===== config.mk =====
export PLATFORM = sky130hd
export DESIGN_NAME = lic_top
export DESIGN_NICKNAME = d
export VERILOG_FILES = /design/src/inc/lic_pkg.sv /design/src/hw/lic_top.sv
export SDC_FILE = /design/constraint.sdc
export NUM_CORES = 1
export LEC_CHECK = 0
export BUFFER_PORTS_ARGS = -buffer_cell sky130_fd_sc_hd__buf_2
export CORE_ASPECT_RATIO = 1.1
export CORE_MARGIN = 1.5
export CORE_UTILIZATION = 58
export CTS_CLUSTER_SIZE = 25
export DETAILED_ROUTE_END_ITERATION = 12
export MAX_ROUTING_LAYER = met4
export PLACE_DENSITY = 0.8
export SLEW_MARGIN = 20
export SYNTH_ARGS = -nofsm -noshare
export SYNTH_HDL_FRONTEND = slang
export SYNTH_SLANG_ARGS = --single-unit
export TNS_END_PERCENT = 1

===== constraint.sdc =====
create_clock -name clk -period 2.7 [get_ports clk]
set_input_delay 0.27 -clock clk [delete_from_list [all_inputs] [get_ports clk]]
set_output_delay 0.27 -clock clk [all_outputs]
set_load 0.02 [all_outputs]

===== src/inc/lic_pkg.sv =====
// package for the illumination control block
`default_nettype none
package lic_pkg;
  // color select codes
  localparam logic [1:0] LIC_SEL_NONE  = 2'h0;
  localparam logic [1:0] LIC_SEL_RED   = 2'h1;
  localparam logic [1:0] LIC_SEL_GREEN = 2'h2;
  localparam logic [1:0] LIC_SEL_BLUE  = 2'h3;
  // timing
  localparam int unsigned LIC_CLK_HZ     = 20000000;
  localparam int unsigned LIC_ON_DELAY_MS = 100;
  localparam int unsigned LIC_ON_DELAY_CYC = (LIC_CLK_HZ / 1000) * LIC_ON_DELAY_MS;
  // reset values
  localparam logic [2:0] LIC_PWM_RST  = 3'h7;
  localparam logic [2:0] LIC_CEN_RST  = 3'h0;
  // per-color bundle, index 0 red, 1 green, 2 blue
  typedef struct packed {
    logic blue;
    logic green;
    logic red;
  } lic_rgb_t;
  // delay sequencer states
  typedef enum logic [1:0] {
    LIC_ST_OFF  = 2'b00,
    LIC_ST_WAIT = 2'b01,
    LIC_ST_ON   = 2'b10
  } lic_state_t;
endpackage
`default_nettype wire


===== src/hw/lic_top.sv =====
// illumination control outputs toward an external led driver
// Operation
// one current pwm output per color: red, green, blue
// two-bit color select: 00 none, 01 red, 10 green, 11 blue
// external decoder turns color select into single led enables
// master driver enable rises 100 ms after illumination enable rises
// master driver enable drops at once when enable or power good falls
// enable low holds master enable low and color select at 00
// color select and master enable released only after 100 ms delay
// per-color enable output high turns led on, low turns it off
// per-color enables driven low until software control write enables them
// pwm outputs forced high when master off, software off, or sequence stopped
// delay counter on system clock restarts when enable or power good drops
`default_nettype none
module lic_top
  import lic_pkg::*;
#(
  parameter int unsigned ON_DELAY_CYC = LIC_ON_DELAY_CYC
) (
  // clock and reset
  input  wire logic       clk,
  input  wire logic       nrst,
  input  wire logic       clk_en,
  // asynchronous pins
  input  wire logic       illum_enable_in,
  input  wire logic       power_good_in,
  // internal sequence and control
  input  wire logic       seq_running,
  input  wire logic       sw_led_ctrl_en,
  input  wire logic [1:0] seq_color,
  input  wire lic_rgb_t   seq_pwm,
  input  wire logic       cen_write,
  input  wire lic_rgb_t   cen_wdata,
  // driver pins
  output logic            red_current_pwm,
  output logic            green_current_pwm,
  output logic            blue_current_pwm,
  output logic [1:0]      color_select,
  output logic            driver_master_enable,
  output lic_rgb_t        color_en_out
);

  // ----------------------------------------------------------------
  // pin synchronisers
  // ----------------------------------------------------------------
  logic [2:0] en_sync_reg;
  logic [2:0] pg_sync_reg;
  logic       en_lvl_reg;
  logic       pg_lvl_reg;

  // three-stage shift, only stages 2 and 3 are compared
  always_ff @(posedge clk or negedge nrst) begin
    if (!nrst) begin
      en_sync_reg <= 3'h0;
      pg_sync_reg <= 3'h0;
    end else if (clk_en) begin
      en_sync_reg <= {en_sync_reg[1:0], illum_enable_in};
      pg_sync_reg <= {pg_sync_reg[1:0], power_good_in};
    end
  end

  // level follows once stages 2 and 3 agree
  always_ff @(posedge clk or negedge nrst) begin
    if (!nrst) begin
      en_lvl_reg <= 1'b0;
      pg_lvl_reg <= 1'b0;
    end else if (clk_en) begin
      if (en_sync_reg[1] == en_sync_reg[2]) begin
        en_lvl_reg <= en_sync_reg[2];
      end
      if (pg_sync_reg[1] == pg_sync_reg[2]) begin
        pg_lvl_reg <= pg_sync_reg[2];
      end
    end
  end

  logic go;
  assign go = en_lvl_reg & pg_lvl_reg;

  // ----------------------------------------------------------------
  // turn-on delay sequencer
  // ----------------------------------------------------------------
  lic_state_t  state_reg;
  lic_state_t  state_next;
  logic [31:0] dly_cnt_reg;

  // next state
  always_comb begin
    state_next = state_reg;
    case (state_reg)
      LIC_ST_OFF: begin
        if (go) begin
          state_next = LIC_ST_WAIT;
        end
      end
      LIC_ST_WAIT: begin
        if (!go) begin
          state_next = LIC_ST_OFF;
        end else if (dly_cnt_reg >= ON_DELAY_CYC - 1) begin
          state_next = LIC_ST_ON;
        end
      end
      LIC_ST_ON: begin
        if (!go) begin
          state_next = LIC_ST_OFF;
        end
      end
      default: begin
        state_next = LIC_ST_OFF;
      end
    endcase
  end

  // state register
  always_ff @(posedge clk or negedge nrst) begin
    if (!nrst) begin
      state_reg <= LIC_ST_OFF;
    end else if (clk_en) begin
      state_reg <= state_next;
    end
  end

  // restartable delay counter
  always_ff @(posedge clk or negedge nrst) begin
    if (!nrst) begin
      dly_cnt_reg <= 32'h0;
    end else if (clk_en) begin
      if (state_reg != LIC_ST_WAIT || !go) begin
        dly_cnt_reg <= 32'h0;
      end else begin
        dly_cnt_reg <= dly_cnt_reg + 32'h1;
      end
    end
  end

  // ----------------------------------------------------------------
  // driver outputs
  // ----------------------------------------------------------------
  logic master_on;
  // immediate drop on enable or power good low
  assign master_on = (state_reg == LIC_ST_ON) & go;

  // master enable after delay, dropped at once
  always_comb begin
    driver_master_enable = master_on;
  end

  // color select from sequence timing
  always_ff @(posedge clk or negedge nrst) begin
    if (!nrst) begin
      color_select <= LIC_SEL_NONE;
    end else if (clk_en) begin
      // forced none until released
      if (!(state_next == LIC_ST_ON)) begin
        color_select <= LIC_SEL_NONE;
      end else begin
        color_select <= seq_color;
      end
    end
  end

  // pwm outputs, forced high when idle
  lic_rgb_t pwm_reg;
  always_ff @(posedge clk or negedge nrst) begin
    if (!nrst) begin
      pwm_reg <= LIC_PWM_RST;
    end else if (clk_en) begin
      if (state_next != LIC_ST_ON || !sw_led_ctrl_en || !seq_running) begin
        pwm_reg <= LIC_PWM_RST;
      end else begin
        pwm_reg <= seq_pwm;
      end
    end
  end
  assign red_current_pwm   = pwm_reg.red | ~master_on;
  assign green_current_pwm = pwm_reg.green | ~master_on;
  assign blue_current_pwm  = pwm_reg.blue | ~master_on;

  // per-color enables, low until written
  always_ff @(posedge clk or negedge nrst) begin
    if (!nrst) begin
      color_en_out <= LIC_CEN_RST;
    end else if (clk_en && cen_write) begin
      color_en_out <= cen_wdata;
    end
  end
endmodule
`default_nettype wire


# [Word-level counts from Yosys, hierarchy flattened]
# Cells that the tools add are included.
[word_totals] register_bits=50 input_bits=16 out_inout_bits=9 elab_cells=46
[op_classes] add_sub_neg=1 order_cmp=1 eq_ne=7 muxes=8 bitwise=6 reduce_logical=10
[op_table] op="32-bit by 1-bit adder with 32-bit output, second input constant" count=1
[op_table] op="32-bit by 21-bit >= comparator with 1-bit output, second input constant" count=1
[op_table] op="32-bit 2-to-1 mux" count=1
[op_table] op="2-bit 2-to-1 mux" count=5
[op_table] op="2-bit case mux with 3 select lines" count=1
[op_table] op="2-bit == test, second input constant" count=2
[op_table] op="2-bit AND reduction" count=2
[op_table] op="1-bit zero test" count=3
[op_table] op="1-bit logical OR" count=3
[op_table] op="3-bit 2-to-1 mux" count=1
[op_table] op="1-bit bitwise OR" count=3
[op_table] op="1-bit bitwise AND" count=2
[op_table] op="1-bit == test" count=2
[op_table] op="2-bit by 1-bit == test with 1-bit output, second input constant" count=1
[op_table] op="2-bit zero test" count=1
[op_table] op="2-bit by 1-bit != test with 1-bit output, second input constant" count=1
[op_table] op="2-bit != test, second input constant" count=1
[op_table] op="1-bit logical AND" count=1
[op_table] op="1-bit inverter" count=1

# [Depth between registers and ports, before layout]
[logic_depth] word_depth=8 depth_mapped=6

# [Worst setup path before layout]
# Ideal clock, no wire load.
[synth_path] path_kind="register to register" startpoint="reg dly_cnt_reg[3]" endpoint="reg dly_cnt_reg[27]" arrival_ns=1.864 required_time_ns=2.568 setup_slack_ns=0.704 stages_incl_launch_ff=6 n_path_buf=0 period_less_slack_ns=1.996 path_cell_list="dfrtp_1 nand4_4 or4_4 or4_4 xnor2_1 nor2_1"
[synth_via] elab_chain_len=2
[synth_lines] item="start, declared" line="lic_top.sv:85" rtl="logic [31:0] dly_cnt_reg;"
[synth_lines] item="start signal, assigned" line="lic_top.sv:131" rtl="dly_cnt_reg <= dly_cnt_reg + 32'h1;"
[synth_lines] item="32-bit by 1-bit adder with 32-bit output" line="lic_top.sv:131"
[synth_lines] item="32-bit 2-to-1 mux" line="lic_top.sv:128" rtl="if (state_reg != LIC_ST_WAIT || !go) begin"
# Every way passes these cells.
# A chain may end at the register's enable or synchronous reset.

# [Final worst setup path]
[layout_path] startpoint="reg dly_cnt_reg[14]" endpoint="reg pwm_reg[0] (netlist name)"
[layout_via] elab_chain_len=8
[layout_lines] item="32-bit by 21-bit >= comparator with 1-bit output" line="lic_top.sv:99" rtl="end else if (dly_cnt_reg >= ON_DELAY_CYC - 1) begin"
[layout_lines] item="2-bit 2-to-1 mux" line="lic_top.sv:99"
[layout_lines] item="2-bit 2-to-1 mux" line="lic_top.sv:97" rtl="if (!go) begin"
[layout_lines] item="2-bit case mux with 3 select lines" line="lic_top.sv:90" rtl="case (state_reg)"
[layout_lines] item="2-bit != test" line="lic_top.sv:168" rtl="if (state_next != LIC_ST_ON || !sw_led_ctrl_en || !seq_running) begin"
[layout_lines] item="1-bit logical OR (2 in series)" line="lic_top.sv:168"
[layout_lines] item="3-bit 2-to-1 mux" line="lic_top.sv:168"
[layout_lines] item="end signal, assigned" line="lic_top.sv:171" rtl="pwm_reg <= seq_pwm;"
[layout_lines] item="end, declared" line="lic_top.sv:163" rtl="lic_rgb_t pwm_reg;"
# Every way passes these cells.

==> run summary <==
Layout Nets = 287
Async SR Flop Fraction = 100.0%
Status = finished with violations
Synthesis-stage register bit count = 50
Critical path capture point type = flip-flop
Grt total ovfl = 0
Initial antenna violation count = 0
Most numerous cell in the Yosys netlist = dfrtp_1
Leading cell types by total area after synthesis = dfrtp_1 (48%), xnor2_1 (5.7%), nor2_1 (4.9%)
CP required = 2960 ps
Die Y-Extent = 71.24 um
Met3 WL post-DR = 132 um
I/O Pins = 25
Leading area contributor after synthesis = dfrtp_1
Crit path DAT = 2420 ps
Pre-CTS setup slack = 554.7 ps
Top cell type's share of synthesized area = 47.91%
Finished Core Util = 68.94%
Post-synth EDFFs = 0
Mean Syn Cell Area = 10.23 um2
R2R depth = 5
Top layer in use = met4
Inserted Diodes = 0
CP peak stage delay = 560 ps
Ys Warns = 0
Number of H-tree levels = 2
Max Cap Viol = 0
Starting Density = 61.01%
Reg2reg setup slack = 540 ps
Post-CTS setup buffers = 0
Syn_nets = 257
Crit Path Class = reg2reg
PortBufs = 24
Pleak = 1.201 nW
Drt pass-1 iters = 4
Final worst slack = 537.3 ps
Vias per inst = 5.607
Largest net degree at the start of global routing = 51
Slew Viols, Final = 0
Global placer's final weighted congestion = 0.8799
Worst-Skew Late Latency = 310 ps
Cell Rows = 24
Clk_skew = 7.311 ps
R2R Path Start = dly_cnt_reg[14]
Worst hold slack = -30.33 ps
Via count = 1,811
Avg WL per Cell = 13.93 um
R2R Path End = pwm_reg[0]
Violated checks = negative hold slack
Cts repair resizes = 0
Post-DP HPWL = 3.137 mm
Final number of hold-violating endpoints = 47
Setup TNS = 0 ps
CP bufs+invs = 0
Largest register FFs = 32
CTS root buf = clkbuf_8
Slowest stage cell, crit path = or4_1
Least-Margin Pin Slew = 611.0 ps
Synth top cells by count = dfrtp_1 (47), nor2_1 (32), xnor2_1 (16), nand2_1 (15), nand3_1 (13)
Sequential fraction of the synthesis area = 51.12%
Synth cell types = 39
Post-route ant nets = 0
Peak VDD IR = 0.4135 mV
Power per Cell Area = 522.3 nW/um2
CTS Buf Count = 5
GR Util All Layers = 22.88%
Cells after Synth = 240
Clock slew at reported path FFs = 90 ps
CTS Hold Bufs = 0
Critical Path Fanout Max = 6
# setup viols final = 0
DIE AREA = 4632 um2
Startpoint types = flip-flop
Unrepaired setup endpoints after global routing = no
Synth Cell Area = 2455 um2
Worst min path class = in2async
Clock sinks = 50
Die X = 65.03 um
Crit path cell chain = or4_1, a311oi_1, o211ai_1, a21boi_1, o32a_1
Vias in the first global route = 1,844
Tmin final = 2163 ps
Tcrit/Tclk final = 80.10%
Final wirelength = 4.500 mm
Max-slew headroom = 59.27%
Share of post-route cells with drive strength above 1 = 22.14%
Max clock buf depth = 2
First-pass GRT wire length = 7.983 mm
Primary FF master, synth = dfrtp_1
M1 wire length = 2.002 mm
Peak Freq = 462.4 MHz
Metal2 WL = 2.293 mm
TritonCTS clock tree = built
Largest delay contributor family on the critical path = compound AO/OA/AOI/OAI gates
# DRC = 0
Setup crit start = dly_cnt_reg[14]
DRT iter0 DRCs = 74
Core region area = 4024 um2
Area grow syn2layout = 13.00%
[layout make-up]
| class | count | area, um2 |
|---|---|---|
| Sequential cell | 50 | 1255 |
| Fill cell | 318 | 1250 |
| Multi-Input combinational cell | 173 | 1136 |
| Timing Repair Buffer | 30 | 167.7 |
| Clock buffer | 5 | 68.82 |
| Tap cell | 52 | 65.06 |
| Clock inverter | 3 | 43.79 |
| Inverter | 10 | 37.54 |
[power by group]
part / switching, mW / internal (mW) / total (mW)
clock: 0.252 / 0.278 / 0.529
sequential: 0.0250 / 0.779 / 0.804
combinational: 0.0653 / 0.0500 / 0.115
total: 0.342 / 1.11 / 1.45
[placed cells by master, fill, tap and decap left out, drive strengths merged]
master / count
xnor2: 16
nand3: 13
a21boi: 1
o21ai: 4
a41oi: 1
nor2: 32
a311oi: 1
a21oi: 5
clkbuf: 5
nand4: 7
or4: 4
xor2: 11
nand2: 15
and3: 8
bufinv: 1
o2111ai: 1
mux2i: 1
o22ai: 1
nor2b: 3
or2: 3
clkinv: 1
and2: 1
or3: 6
nor3: 9
o32a: 3
ha: 1
buf: 30
o211ai: 1
dfstp: 3
a211oi: 1
dfrtp: 47
inv: 11
mux2: 10
nand2b: 3
and4: 2
nor4: 7
o32ai: 2
[per-stage QoR]
step / area (um2) / cells / hold WS (ps) / power (mW)
global route: 2774 / 323 / 21.40 / 1.500
finish: 2774 / 323 / -30.33 / 1.449
global placement: 2659 / 315 / 471.6 / 0.9287
CTS: 2771 / 323 / 182.4 / 1.463
floorplan: 2455 / 240 / -25.59 / 0.8821
detailed placement: 2659 / 315 / 483.4 / 0.9339
[routing by layer]
| metal | track usage (%) | up-vias |
|---|---|---|
| met4 | 7.639 | 0 |
| met3 | 4.710 | 5 |
| met2 | 39.63 | 26 |
| met1 | 26.65 | 879 |
| li1 | - | 901 |
| met5 | - | - |
[worst reg2reg max path, delay by kind of cell, from the launching register on]
family,cells,cell delay [ps]
AOI/OAI and AO/OA,4,1130
and+or+nand+nor,1,560
DFF,1,430
[worst max path at each step]
| stage | end | cells past startpoint | slack (ps) |
|---|---|---|---|
| after global routing | pwm_reg[0] | 5 | 350 |
| after detailed placement | pwm_reg[0] | 5 | 550 |
| final | pwm_reg[0] | 5 | 540 |
| after global placement | pwm_reg[0] | 5 | 610 |
| after CTS | pwm_reg[0] | 5 | 540 |
| after floorplan | dly_cnt_reg[27] | 5 | 700 |
[kinds of logic (layout without fill, tap and decap cells)]
family | count (synthesis) | in the layout | synth area share (%)
flops | 50 | 50 | 51.12
mux | 11 | 11 | 4.995
buf+inv | 17 | 48 | 2.600
compound gates | 21 | 21 | 6.015
simple gates | 113 | 113 | 25.13
fa+ha+maj | 1 | 1 | 0.5096
xor+xnor | 27 | 27 | 9.633
Power figures use the tool's default switching activity.
